### src/logic/lsp_defines.vh
`ifndef LSP_DEFINES_VH
`define LSP_DEFINES_VH
// clock divider half period for the system-side bus clock (clock cycles)
`define LSP_SYSTEM_SIDE_BUS_CLOCK_HALF      4'h2
// rom read: cycles address settles before select, cycles select held
`define LSP_ROM_SETUP       4'h2
`define LSP_ROM_HOLD        4'h4
// transfer kinds
`define LSP_KIND_DIO        2'h0
`define LSP_KIND_DMA        2'h1
`define LSP_KIND_PSEUDO_DMA_TRANSFER       2'h2
// data phase length in clock cycles for every transfer kind
`define LSP_DIO_LEN         4'h4
// buffer depth
`define LSP_BUF_DEPTH       2
`endif

### src/logic/lsp_port.v
// What this block does
// moves words by direct memory access, direct i/o or pseudo dma
// test input and reset both low float every output and two-way pin
// connector type output shows 1 d-shell, 0 twisted pair, 0 at reset
// dedicated rom pins carry low address byte, high byte on high lines
// releasing reset captures rom low address pins into board config
// without straps the captured board config value is undefined
// rom select asserted whenever the rom is accessed
// high lines carry addr 31-24, 15-8 and data 15-8, msb first
// host rom accesses put upper rom address byte on high lines
// low lines carry addr 23-16, 7-0 and data 7-0, msb first
// rom read data taken from low lines, bit 7 on first line
// processor pulses address latch strobe at each dma cycle start
// device supplies the system-side bus clock
// software or power-down parks the system-side bus clock high
// bus release low when higher priority party needs the bus
// processor yields bus after current dma cycle when release low
// system port select low for a direct i/o access, else high
// data buffer enable low lets buffers drive, high keeps them off
// bus owned input high means the processor holds the bus
// rom read drives address, then select, samples data before release
// processor reset output low on own reset or control write request
`include "lsp_defines.vh"
module lsp_port (
   // clock and reset
   input  wire        clock,
   input  wire        rst,
   input  wire        incircuit_test_input,
   // control from the host side
   input  wire        connector_dshell,
   input  wire        system_side_bus_clock_park,
   input  wire        power_down,
   input  wire        priority_request,
   input  wire        misc_reset_request,
   input  wire [1:0]  xfer_kind,
   // rom read request
   input  wire        rom_req,
   input  wire [15:0] rom_addr,
   output reg         rom_done,
   output reg  [7:0]  rom_rdata,
   // word stream toward the processor port
   input  wire        in_valid,
   output reg         in_ready,
   input  wire [31:0] in_addr,
   input  wire [15:0] in_data,
   output reg         out_busy,
   // status
   output reg  [7:0]  board_config,
   output reg         connector_type_output,
   output reg         bus_owned,
   output reg         buffers_enabled,
   // rom pins
   input  wire [7:0]  rom_low_address_pins_in,
   output reg  [7:0]  rom_low_address_pins_out,
   output reg         rom_low_address_pins_oe,
   output reg         boot_rom_select_n,
   output reg         boot_rom_select_oe,
   // system lines
   input  wire [7:0]  sys_addr_data_high_byte_in,
   output reg  [7:0]  sys_addr_data_high_byte_out,
   output reg         sys_addr_data_high_byte_oe,
   input  wire [7:0]  sys_addr_data_low_byte_in,
   output reg  [7:0]  sys_addr_data_low_byte_out,
   output reg         sys_addr_data_low_byte_oe,
   input  wire        low_address_latch_strobe,
   input  wire        data_buffer_enable_n,
   input  wire        bus_owned_indicator,
   output reg         system_side_bus_clock,
   output reg         bus_release_request_n,
   output reg         system_port_select_n,
   output reg         processor_reset_output_n,
   output reg         outputs_enabled
);

   localparam ST_IDLE  = 3'h0;
   localparam ST_ADDRH = 3'h1;
   localparam ST_ADDRL = 3'h2;
   localparam ST_DATA  = 3'h3;
   localparam ST_RSET  = 3'h4;
   localparam ST_RSEL  = 3'h5;

   // bit reversal for msb-first line numbering
   function [7:0] rev8;
      input [7:0] v;
      integer i;
      begin
         for (i = 0; i < 8; i = i + 1) begin
            rev8[i] = v[7 - i];
         end
      end
   endfunction

   reg  [7:0]  hi_s1;
   reg  [7:0]  hi_s2;
   reg  [7:0]  lo_s1;
   reg  [7:0]  lo_s2;
   reg  [7:0]  ra_s1;
   reg  [7:0]  ra_s2;
   reg  [3:0]  ctl_s1;
   reg  [3:0]  ctl_s2;
   reg         ict_s1;
   reg         ict_s2;
   reg         strap_pending;
   reg  [3:0]  div;
   reg         clk_phase;
   reg  [2:0]  state;
   reg  [3:0]  cnt;
   reg  [31:0] buf_addr [0:`LSP_BUF_DEPTH-1];
   reg  [15:0] buf_data [0:`LSP_BUF_DEPTH-1];
   reg  [1:0]  buf_count;
   reg         wr_ptr;
   reg         rd_ptr;
   reg  [31:0] cur_addr;
   reg  [15:0] cur_data;
   reg  [1:0]  cur_kind;
   wire        buf_push;
   wire        buf_pop;
   wire        float_all;

   // two-stage synchronisers for pins
   always @(posedge clock or posedge rst) begin
      if (rst) begin
         hi_s1  <= 8'h00;
         hi_s2  <= 8'h00;
         lo_s1  <= 8'h00;
         lo_s2  <= 8'h00;
         ctl_s1 <= 4'hF;
         ctl_s2 <= 4'hF;
      end else begin
         hi_s1  <= sys_addr_data_high_byte_in;
         hi_s2  <= hi_s1;
         lo_s1  <= sys_addr_data_low_byte_in;
         lo_s2  <= lo_s1;
         ctl_s1 <= {low_address_latch_strobe, data_buffer_enable_n,
                    bus_owned_indicator, 1'b1};
         ctl_s2 <= ctl_s1;
      end
   end

   // test input and straps sampled even in reset, so the strap value is
   // settled when reset is released; rst high means device reset low
   always @(posedge clock) begin
      ict_s1          <= incircuit_test_input;
      ict_s2          <= ict_s1;
      ra_s1           <= rom_low_address_pins_in;
      ra_s2           <= ra_s1;
      outputs_enabled <= ~float_all;
   end

   assign float_all = rst & ~ict_s2;
   assign buf_push  = in_valid & in_ready;
   assign buf_pop   = (state == ST_IDLE) & (buf_count != 2'h0) & ~rom_req;

   // two-entry buffer; in_ready is the back-pressure to the source
   always @(posedge clock or posedge rst) begin
      if (rst) begin
         buf_count <= 2'h0;
         wr_ptr    <= 1'b0;
         rd_ptr    <= 1'b0;
         in_ready  <= 1'b0;
      end else begin
         if (buf_push) begin
            buf_addr[wr_ptr] <= in_addr;
            buf_data[wr_ptr] <= in_data;
            wr_ptr <= ~wr_ptr;
         end
         if (buf_pop) begin
            rd_ptr <= ~rd_ptr;
         end
         buf_count <= buf_count + {1'b0, buf_push} - {1'b0, buf_pop};
         in_ready  <= (buf_count + {1'b0, buf_push} - {1'b0, buf_pop})
                      < 2'h2;
      end
   end

   // status bits and strap capture at release of reset
   always @(posedge clock or posedge rst) begin
      if (rst) begin
         strap_pending         <= 1'b1;
         board_config          <= 8'h00;
         connector_type_output <= 1'b0;
         bus_owned             <= 1'b0;
         buffers_enabled       <= 1'b0;
      end else begin
         // value without straps is whatever floats on the pins
         if (strap_pending) begin
            board_config  <= ra_s2;
            strap_pending <= 1'b0;
         end
         connector_type_output <= connector_dshell;
         bus_owned       <= ctl_s2[1];
         buffers_enabled <= ~ctl_s2[2];
      end
   end

   // bus clock divider with park
   always @(posedge clock or posedge rst) begin
      if (rst) begin
         div                   <= 4'h0;
         clk_phase             <= 1'b1;
         system_side_bus_clock <= 1'b1;
      end else begin
         if (div == `LSP_SYSTEM_SIDE_BUS_CLOCK_HALF - 4'h1) begin
            div       <= 4'h0;
            clk_phase <= ~clk_phase;
         end else begin
            div <= div + 4'h1;
         end
         system_side_bus_clock <= clk_phase | system_side_bus_clock_park
                                  | power_down;
      end
   end

   // misc outputs
   always @(posedge clock or posedge rst) begin
      if (rst) begin
         processor_reset_output_n <= 1'b0;
         bus_release_request_n    <= 1'b1;
      end else begin
         processor_reset_output_n <= ~misc_reset_request;
         bus_release_request_n    <= ~priority_request;
      end
   end

   // transfer and rom sequencer
   always @(posedge clock or posedge rst) begin
      if (rst) begin
         state                       <= ST_IDLE;
         cnt                         <= 4'h0;
         cur_addr                    <= 32'h0000_0000;
         cur_data                    <= 16'h0000;
         cur_kind                    <= `LSP_KIND_DIO;
         out_busy                    <= 1'b0;
         rom_done                    <= 1'b0;
         rom_rdata                   <= 8'h00;
         rom_low_address_pins_out    <= 8'h00;
         rom_low_address_pins_oe     <= 1'b0;
         boot_rom_select_n           <= 1'b1;
         boot_rom_select_oe          <= 1'b0;
         sys_addr_data_high_byte_out <= 8'h00;
         sys_addr_data_high_byte_oe  <= 1'b0;
         sys_addr_data_low_byte_out  <= 8'h00;
         sys_addr_data_low_byte_oe   <= 1'b0;
         system_port_select_n        <= 1'b1;
      end else begin
         rom_done           <= 1'b0;
         boot_rom_select_oe <= 1'b1;
         case (state)
            ST_IDLE: begin
               out_busy <= 1'b0;
               sys_addr_data_high_byte_oe <= 1'b0;
               sys_addr_data_low_byte_oe  <= 1'b0;
               rom_low_address_pins_oe    <= 1'b0;
               system_port_select_n       <= 1'b1;
               if (rom_req) begin
                  rom_low_address_pins_out    <= rom_addr[7:0];
                  rom_low_address_pins_oe     <= 1'b1;
                  sys_addr_data_high_byte_out <= rev8(rom_addr[15:8]);
                  sys_addr_data_high_byte_oe  <= 1'b1;
                  cnt   <= 4'h0;
                  state <= ST_RSET;
               end else if (buf_pop) begin
                  cur_addr <= buf_addr[rd_ptr];
                  cur_data <= buf_data[rd_ptr];
                  cur_kind <= xfer_kind;
                  out_busy <= 1'b1;
                  state    <= ST_ADDRH;
               end
            end
            ST_RSET: begin
               cnt <= cnt + 4'h1;
               if (cnt == `LSP_ROM_SETUP - 4'h1) begin
                  boot_rom_select_n <= 1'b0;
                  cnt   <= 4'h0;
                  state <= ST_RSEL;
               end
            end
            ST_RSEL: begin
               cnt <= cnt + 4'h1;
               if (cnt == `LSP_ROM_HOLD - 4'h1) begin
                  rom_rdata         <= rev8(lo_s2);
                  rom_done          <= 1'b1;
                  boot_rom_select_n <= 1'b1;
                  state             <= ST_IDLE;
               end
            end
            ST_ADDRH: begin
               // upper halves: 31-24 high, 23-16 low
               sys_addr_data_high_byte_out <= rev8(cur_addr[31:24]);
               sys_addr_data_low_byte_out  <= rev8(cur_addr[23:16]);
               sys_addr_data_high_byte_oe  <= 1'b1;
               sys_addr_data_low_byte_oe   <= 1'b1;
               if (cur_kind == `LSP_KIND_DIO) begin
                  system_port_select_n <= 1'b0;
               end
               state <= ST_ADDRL;
            end
            ST_ADDRL: begin
               sys_addr_data_high_byte_out <= rev8(cur_addr[15:8]);
               sys_addr_data_low_byte_out  <= rev8(cur_addr[7:0]);
               cnt   <= 4'h0;
               state <= ST_DATA;
            end
            ST_DATA: begin
               sys_addr_data_high_byte_out <= rev8(cur_data[15:8]);
               sys_addr_data_low_byte_out  <= rev8(cur_data[7:0]);
               cnt <= cnt + 4'h1;
               if (cnt == `LSP_DIO_LEN - 4'h1) begin
                  state <= ST_IDLE;
               end
            end
            default: begin
               state <= ST_IDLE;
            end
         endcase
      end
   end

endmodule

### config.mk
export PLATFORM = sky130hd
export DESIGN_NAME = lsp_port
export DESIGN_NICKNAME = d
export VERILOG_FILES = /design/src/logic/lsp_port.v
export VERILOG_INCLUDE_DIRS = /design/src /design/src/logic
export SDC_FILE = /design/constraint.sdc
export NUM_CORES = 1
export LEC_CHECK = 0
export BUFFER_PORTS_ARGS = -buffer_cell sky130_fd_sc_hd__buf_4
export CAP_MARGIN = 20
export CORE_MARGIN = 1.5
export CORE_UTILIZATION = 56
export DETAILED_ROUTE_END_ITERATION = 10
export GPL_ROUTABILITY_DRIVEN = 0
export PLACE_DENSITY = 0.91
export SYNTH_ARGS = -nofsm -noshare
export SYNTH_HDL_FRONTEND = slang
export SYNTH_SLANG_ARGS = --single-unit
### constraint.sdc
create_clock -name clock -period 5.3 [get_ports clock]
set_input_delay 0 -clock clock [delete_from_list [all_inputs] [get_ports clock]]
set_output_delay 0 -clock clock [all_outputs]
set_load 0.02 [all_outputs]
* Yosys cells after proc, flatten, opt, wreduce, memory -nomap -nowiden *
Memory sizes are Yosys's and may differ from the RTL's. A register that Yosys moved wholly into a read port is not among the register bits.
Index checks and enable logic that the tools add are counted.

storage, ports and cells
  register bits after elaboration = 113
  bits in writable memories = 96
  input bits = 103
  output and inout port bits = 56
  word-level logic and storage cells = 119
  memories kept = 2

cells by class
  add/subtract/negate cells = 4
  $lt $le $gt $ge = 1
  equality and inequality tests = 14
  muxes and demuxes = 26
  bitwise gates (word level) = 15
  reductions and logical operators = 19

memory list
  name      depth  bits a word  read ports  clocked after memory_dff  wr ports  RTL line        RTL
  buf_addr  2      32           1           1                         1         lsp_port.v:108  reg [31:0] buf_addr [0:`LSP_BUF_DEPTH-1];
  buf_data  2      16           1           1                         1         lsp_port.v:109  reg [15:0] buf_data [0:`LSP_BUF_DEPTH-1];

operators with widths
  operator                                        count
  one-hot mux 8 bit (4 select lines)              1
  one-hot mux 8 bit (3 select lines)              1
  one-hot mux 4 bit (4 select lines)              1
  one-hot mux 3 bit (5 select lines)              1
  two-way mux 3 bit                               4
  two-way mux 4 bit                               3
  two-way mux 1 bit                               10
  AND reduction 2 bit                             5
  NOT 1 bit                                       9
  AND reduction 3 bit                             3
  adder 4 x 1 -> 4 bit (second input constant)    2
  == test 4 x 1 -> 1 bit (second input constant)  2
  two-way mux 8 bit                               1
  != test 2 bit (second input constant)           4
  one-hot mux 1 bit (2 select lines)              4
  nonzero test 4 bit                              2
  == test 3 x 2 -> 1 bit (second input constant)  2
  == test 3 bit (second input constant)           2
  nonzero test 2 bit                              3
  AND 1 bit                                       4
  == test 4 x 2 -> 1 bit (second input constant)  1
  == test 3 x 1 -> 1 bit (second input constant)  1
  logical NOT 3 bit                               1
  != test 3 bit (second input constant)           1
  other kinds (10)                                11

* Longest topological paths before layout *
Gate-level depths: netlist of the first run.

  depth in word-level cells = 6
  depth in mapped cells = 9
  depth with buffers taken out = 6

* Worst setup path after synthesis of the first run *
No wires, ideal clock.

  kind = flip-flop to flip-flop
  start = register in_ready
  end = memory buf_addr[1][0] (enable)
  data arrival time = 4.182 ns
  path slack = 0.594 ns
  stages on the path, launching flop included = 3
  cells stage by stage = dfrtp_1 -> nand2_1 -> nor3b_1

between the ends
  cells in the longest elaborated chain, start to end = 4

ends and longest elaborated chain
  item                                     RTL line        RTL
  start, declared                          lsp_port.v:43   output reg in_ready,
  start signal, assigned                   lsp_port.v:171  in_ready <= (buf_count + {1'b0, buf_push} - {1'b0, buf_pop})
  AND 1 bit                                lsp_port.v:151  assign buf_push = in_valid & in_ready;
  two-way mux 1 bit                        lsp_port.v:162  if (buf_push) begin
  logical AND 1 bit (implied by the code)  lsp_port.v:163  buf_addr[wr_ptr] <= in_addr;
  two-way mux 1 bit (implied by the code)  lsp_port.v:163
  end, declared                            lsp_port.v:108

No other way between the ends.

* Final worst setup path of the first run *
  start = register state[2]
  end = register cur_data[6], read port of buf_data

between the ends
  cells in the longest elaborated chain, start to end = 4

ends and longest elaborated chain
  item                                    RTL line                        RTL
  start, declared                         lsp_port.v:106                  reg [2:0] state;
  start signal, assigned                  lsp_port.v:228                  state <= ST_IDLE;
  start signal, assigned                  lsp_port.v:261                  state <= ST_RSET;
  start signal, assigned                  lsp_port.v:267                  state <= ST_ADDRH;
  logical NOT 3 bit *                     lsp_port.v:152, lsp_port.v:248
  AND 1 bit (2 in series)                 lsp_port.v:152                  assign buf_pop = (state == ST_IDLE) & (buf_count != 2'h0) & ~rom_req;
  AND reduction 3 bit (no source line) *  -
  end, declared                           lsp_port.v:114                  reg [15:0] cur_data;

Mark *: on every way between the ends. The rest lies on a longest branch, timed or not.
A chain may end at the register's enable or synchronous reset.

==> run metrics, run 1 <==
worst-margin pin slew 965 ps; H-tree levels 1; DR vias/cell 5.43; Worst Path Arrival 3470 ps; critical path depth 5; crit path time final 3050 ps; power share of the clock group 26.5%; FFs w/ async S/R, synth between 50% and 60%; Synth Instances 626; Slew Viols, Final 0; max capacitance violation total 0; ys flop type dfrtp_1; Hold Fails Final Rpt 0; critical path's slowest cell dfrtp_1; top-area cell type share of the netlist area between 30% and 40%; Final Power 6.62 mW; die area about 18000 um2; WL final between 20000 and 25000 um; register area share after synthesis 72.2%; FILL cells 935; Final ANT Viol Nets 0; total track usage 23.9%; setup_tns 0 ps; delay-heaviest family, CP simple AND/OR/NAND/NOR gates; status finished, final reports clean; First-pass DRT Iterations 4; hpwl dp 11600 um; nets between 900 and 1000; die width 133 um; NetSw approximately 2.2 mW; Multi-input gate area 2410 um2; critical path buffer and inverter count 1; # setup viols final 0; unique cell type count in the Yosys netlist 41; Syn Std Cell Area roughly 9500 um2; # Post-CTS Setup Buffers 0; pin count of the biggest net entering global routing 75; Worst Skew 13.9 ps; FF-to-FF End cur_data[6]$_DFFE_PP0P_; register area 6830 um2; first-pass GRT wire length 32700 um; critical path type reg2reg; share of layout cells above drive strength 1 31.8%; Design Area, Final 12400 um2; clk_lat worst skew 520 ps; sequential fraction of design power 43.7%; PD cells 532 nW/um2; Layout area overhead 31.5%; worst r2r path cells 5; Die Y 133 um; clk sinks 257; GRT overflow 0; Worst IR Drop VDD 0.321 mV; core area ~17000 um2; Post-DP Area ~11000 um2; number of diodes 0; #FFs+latches synth roughly 260; Avg Inst Size Synth about 15 um2; CTS tree yes; sw frac 32.7%; Comb pwr share 29.8%; row count 47; clk root buf clkbuf_16; CTS resizes 0; initial DRC count roughly 480; Int Pwr 4.46 mW; Avg WL per Cell 18.6 um; Post-Syn Nets between 700 and 800; IO buf count 149; Slew HR 35.6%; RSZ-0062 raised after global routing false; drt drc 0; Critical Path Source state[2]$_DFFE_PP0P_; clk buf depth 3; Final Cycle Share approximately 57%; Critical Path End cur_data[6]$_DFFE_PP0P_; Hold/Removal Path Class in2reg; slowest cell delay on critical path 730 ps; Synth Warn # 0; Yosys top cell by area dfrtp_1; worst reg2reg setup slack around 2300 ps; critical-path cell list or3_1 > nor3_4 > buf_4 > nor2_1 > a21oi_1; Worst Path Max Fanout between 50 and 60; total CTS buffers 26; CP required 5730 ps; Setup crit end kind flop; Lkg Pwr 5.20 nW; DR vias 5999; Ports 159; main area contributors after synthesis dfrtp_1 (35%), edfxtp_1 (30%), mux2i_1 (6.0%); reg2reg start state[2]$_DFFE_PP0P_; initial core utilization a little under three fifths; Startpoint Class flop; EDFF count, synth between 90 and 100; vias in the first global route 6395; f_max 328 MHz; initial antenna violation count 0; Clock transition at path regs roughly 70 ps
worst min-delay path, cell delays in order:
cell and delay [ps]:
buf_4 80, a221oi_1 60, a211oi_1 270, a21o_1 120
kinds of logic (layout without fill, tap and decap cells):
group	count (synthesis)	in the layout	synth area share, %
AOI/OAI and AO/OA	114	114	8.49
muxes	92	92	10.2
xor gates and xnor gates	11	11	1.02
DFF	257	257	72.2
and+or+nand+nor	105	105	5.19
adders and majority gates	3	3	0.397
other	2	2	0.0794
buffers and inverters	42	301	2.43
power groups by stage:
| stage | sequential, mW | clock [mW] | combinational, mW |
|---|---|---|---|
| after CTS | 2.88 | 1.77 | 1.96 |
| final | 2.89 | 1.76 | 1.97 |
| after detailed placement | 2.91 | 0 | 1.87 |
| after global routing | 2.94 | 1.87 | 2.14 |
| after global placement | 2.88 | 0 | 1.80 |
| after floorplan | 2.96 | 0 | 1.22 |
through the flow:
stage	hold slack (ps)	setup slack (ps)	util, %	cells
after global routing	36.4	2040	75.3	1105
after detailed placement	106	2380	64.9	969
after global placement	104	2430	64.9	969
final	46.6	2250	75.3	1105
after CTS	17.5	2310	75.3	1105
after floorplan	4.48	594	-	626
worst min path at each step:
| stage | startpoint | end | cells after the start |
|---|---|---|---|
| final | rom_addr[8] | sys_addr_data_high_byte_out[7]$_DFFE_PP0P_ | 4 |
| after global routing | rom_addr[9] | sys_addr_data_high_byte_out[6]$_DFFE_PP0P_ | 4 |
| after CTS | rom_addr[9] | sys_addr_data_high_byte_out[6]$_DFFE_PP0P_ | 4 |
| after detailed placement | rom_low_address_pins_in[1] | ra_s1[1]$_DFF_P_ | 1 |
| after global placement | rom_low_address_pins_in[1] | ra_s1[1]$_DFF_P_ | 1 |
| after floorplan | bus_owned_indicator | ctl_s1[1]$_DFF_PP1_ | 0 |
synthesized netlist by cell type, types with 3 or more instances:
cell type	n
o21ai_0	12
a21oi_1	27
edfxtp_1	96
dfrtp_1	132
nand2_1	11
nor3_1	3
mux2_2	35
buf_2	10
ha_1	3
a221oi_1	8
a22oi_1	9
a21o_1	12
a211oi_1	8
nand3_1	3
dfxtp_1	19
buf_1	3
mux2i_1	57
buf_6	6
nor2_1	59
buf_4	4
inv_1	8
a21oi_2	31
nor2b_1	16
xnor2_1	5
dfstp_2	10
nand2b_1	3
xor2_1	6
clkbuf_1	11
per-layer routing:
| layer | wire [um] | track usage (%) | up-vias |
|---|---|---|---|
| li1 | - | - | 2714 |
| met1 | 7730 | 28.4 | 2989 |
| met2 | 10700 | 42.7 | 229 |
| met3 | 1240 | 4.94 | 67 |
| met4 | 800 | 9.46 | 0 |
| met5 | 0 | 0 | - |
layout make-up:
class | instances | area share (%)
sequential | 257 | 54.9
multi-input combinational | 327 | 19.4
tap | 220 | 2.21
clock inverter | 13 | 0.855
timing repair buffer | 245 | 16.6
inverter | 8 | 0.282
clock buffer | 35 | 5.83
cell usage in the layout (no fill, tap or decap), types with 16 or more instances in the layout:
master	count
nor2b_1	16
clkbuf_16	27
mux2i_1	57
edfxtp_1	96
dfxtp_1	19
a21oi_1	27
nor2_1	59
mux2_2	35
buf_4	157
a21oi_2	31
dfrtp_1	131
dlygate4sd3_1	88
what timing repair did:
action / CTS / global route
hold endpoints to repair: 210 / 0
hold buffers: 88 / 0
setup endpoints to repair: 0 / 0
flip-flops by register name, summed over array words and instances (netlist names), 16 cells and up:
name and cells:
buf_addr 64, buf_data 32, cur_addr 32, cur_data 16
(Power assumes the default switching activity.)
==> run 2, diff against run 1 <==
--- a/config.mk
+++ b/config.mk
@@ -6,13 +6,14 @@
 export SDC_FILE = /design/constraint.sdc
 export NUM_CORES = 1
 export LEC_CHECK = 0
+export ABC_AREA = 1
 export BUFFER_PORTS_ARGS = -buffer_cell sky130_fd_sc_hd__buf_4
 export CAP_MARGIN = 20
 export CORE_MARGIN = 1.5
-export CORE_UTILIZATION = 56
+export CORE_UTILIZATION = 50
 export DETAILED_ROUTE_END_ITERATION = 10
 export GPL_ROUTABILITY_DRIVEN = 0
-export PLACE_DENSITY = 0.91
+export PLACE_DENSITY = 0.87
 export SYNTH_ARGS = -nofsm -noshare
 export SYNTH_HDL_FRONTEND = slang
 export SYNTH_SLANG_ARGS = --single-unit
==> constraint.sdc (replaced) <==
create_clock -name clock -period 2.8 [get_ports clock]
set_input_delay 0 -clock clock [delete_from_list [all_inputs] [get_ports clock]]
set_output_delay 0 -clock clock [all_outputs]
set_load 0.02 [all_outputs]
==> run 2 against run 1 <==
Routed wire length is 7.0% higher. Worst setup slack worse by 1700 ps. Register-to-register slack worse by 1700 ps. Sequential share of layout area is 1.0 points lower. Synthesized cell count is 23% higher. Clock power is 110% higher. Total power is 93% higher. Utilization is 5.7 points lower. Combinational power is 94% higher. Clock skew is 1.8 ps lower. Critical path depth is 1 higher. Highest routed layer unchanged.
==> run metrics, run 2 <==
crit path time final 2250 ps (-797 ps); worst-margin pin slew 783 ps (-183 ps); Clock transition at path regs 60 ps (about the same); Final ANT Viol Nets 0 (unchanged); Slew Viols, Final 0 (unchanged); drt drc 0 (unchanged); CTS tree yes; nets 1135 (+17%); max capacitance violation total 0 (unchanged); RSZ-0062 raised after global routing false; pin count of the biggest net entering global routing 52 (-31%); vias in the first global route 6795 (+6.3%); largest registers buf_addr (64), buf_data (32), cur_addr (32); FILL cells 1162 (+24%); Synth Instances 770 (+23%); FFs w/ async S/R, synth 55.3% (unchanged); Setup crit end kind flop; unique cell type count in the Yosys netlist 32 (-22%); Lkg Pwr 5.77 nW (+11%); status finished, final reports clean; Yosys top cell by area dfrtp_1; Die Y 140 um (+5.3%); PD cells 1010 nW/um2 (+90%); DR vias 6536 (+9.0%); Ports 159 (unchanged); f_max 444 MHz (+35%); register area share after synthesis 72.8% (+0.60 points); Multi-input gate area 2360 um2 (-2.1%); max FFs per register 64 (unchanged); Syn Std Cell Area 9380 um2 (-0.82%); critical path type reg2reg; Startpoint Class flop; most frequent cells in the layout nand2_1 (297), buf_4 (156), dfrtp_1 (131); H-tree levels 1 (unchanged); setup_tns 0 ps (unchanged); clk_lat worst skew 520 ps (about the same); First-pass DRT Iterations 5 (+1); row count 49 (+4.3%); Layout area overhead 35.1%; main area contributors after synthesis dfrtp_1 (35%), edfxtp_1 (31%), nand2_1 (12%); CTS Hold Bufs 94 (+6.8%); Placed Cells 1136 (+17%); total CTS buffers 26 (unchanged); Worst IR Drop VDD 0.677 mV (+110%); initial core utilization 51.5% (-5.7 points); Avg Inst Size Synth 12.2 um2 (-19%); GRT overflow 0 (unchanged); share of layout cells above drive strength 1 26.8% (-5.0 points); total track usage 23.0% (-0.97 points); EDFF count, synth 96 (unchanged); CP required 3190 ps (-2540 ps); Synth Warn # 0 (unchanged); largest reg by FF count buf_addr; die width 140 um (+5.3%); clk sinks 257 (unchanged); ys flop type dfrtp_1; hpwl dp 12400 um (+7.5%); Place WS 686 ps (-1690 ps); CTS resizes 0 (unchanged); WL final 21900 um (+7.0%); first-pass GRT wire length 35200 um (+7.6%); top-area cell type share of the netlist area 35.2% (+0.29 points); Slew HR 47.8% (+12 points); Worst Skew 12.1 ps (-1.82 ps); initial DRC count 383 (-20%); clk buf depth 3 (unchanged); register area 6830 um2 (unchanged); final non-filler cell total 1279 (+16%); clk root buf clkbuf_16; Post-Syn Nets 876 (+20%); IO buf count 149 (unchanged); Worst Path Max Fanout 17 (-67%); Final WS setup 550 ps (-1700 ps); most instantiated cells after synthesis nand2_1 (297), dfrtp_1 (132), edfxtp_1 (96), mux2_2 (56), nor2_1 (33); core area 18200 um2 (+10%); Avg WL per Cell 17.2 um (-7.6%); Worst Path Arrival 2640 ps (-830 ps); initial antenna violation count 1 (+1); fin util 69.6% (-5.7 points); # Post-CTS Setup Buffers 0 (unchanged); # setup viols final 0 (unchanged); Hold Fails Final Rpt 0 (unchanged); die area 19600 um2 (+11%); commonest non-fill, non-tap cell in the layout nand2_1; #FFs+latches synth 257 (unchanged); Final Cycle Share 80.4% (+23 points); Hold/Removal Path Class in2reg; count leader, synth nand2_1; Final Power 12.8 mW (+93%); DR vias/cell 5.11 (-5.9%)
run 2: cell count changes in the layout (fill, tap and decap cells not counted), moves of 14 or more:
cell	previous run	this run
mux2i_1	57	0
nor2b_1	16	0
mux2_2	35	56
nand3_1	3	17
nand2_1	11	297
inv_1	7	23
nor2_1	59	33
a21oi_2	31	0
run 2: worst paths after layout:
check | startpoint | end | slack, ps | depth (start not counted)
max | state[1]$_DFFE_PP0P_ | sys_addr_data_low_byte_out[5]$_DFFE_PP0P_ | 550 | 6
min | rom_req | rom_low_address_pins_out[1]$_DFFE_PP0P_ | 10 | 5
max reg2reg | state[1]$_DFFE_PP0P_ | sys_addr_data_low_byte_out[5]$_DFFE_PP0P_ | 550 | 6
min reg2reg | ra_s1[2]$_DFF_P_ | ra_s2[2]$_DFF_P_ | 330 | 0
max in group asynchronous | rst | system_side_bus_clock$_DFF_PP1_ | 1680 | 4
min in group asynchronous | rst | out_busy$_DFFE_PP0N_ | 190 | 3
run 2: layout make-up:
cell class	instances	share of cell area [%]
antenna	1	0.0197
clock inverter	9	0.968
timing repair buffer	253	17.1
inverter	28	0.859
multi-input combinational	463	18.6
clock buffer	39	6.24
sequential	257	53.9
tap	229	2.26
run 2: cells by family (layout without fill, tap and decap cells):
family,Yosys count,count (layout),share of synthesized area [%]
AND/OR/NAND/NOR,360,360,15.0
flip-flops,257,257,72.8
multiplexers,56,56,6.72
buffers and inverters,50,329,2.29
AO/OA/AOI/OAI,35,35,2.01
XOR/XNOR,7,7,0.654
adder cells (fa/ha/maj),3,3,0.400
other,2,3,0.0801
run 2: stage by stage:
| stage | area [um2] | hold slack [ps] |
|---|---|---|
| 6_report | 12700 | 10.5 |
| 3_3_place_gp | 10800 | 105 |
| 2_1_floorplan | 9400 | 4.48 |
| 4_1_cts | 12700 | 2.82 |
| 5_1_grt | 12700 | 30.5 |
| 3_5_place_dp | 10800 | 106 |
run 2: power breakdown:
part | switching [mW] | leakage [nW] | internal [mW]
combinational | 2.32 | 2.55 | 1.52
clock | 1.38 | 0.451 | 2.22
sequential | 0.526 | 2.77 | 4.83
run 2: routing by layer:
layer	vias up	global-route usage (%)	share of wire (%)
li1	3053	-	-
met1	3178	27.6	38
met2	243	41.3	52
met3	62	4.00	5.4
met4	0	8.92	3.7
met5	-	0	0
run 2: critical path, stage by stage, from the launching register on:
cell	delay [ps]
dfrtp_1	440
inv_1	430
nand2_2	300
nand2_2	380
inv_1	300
nor2_1	200
a31oi_1	70
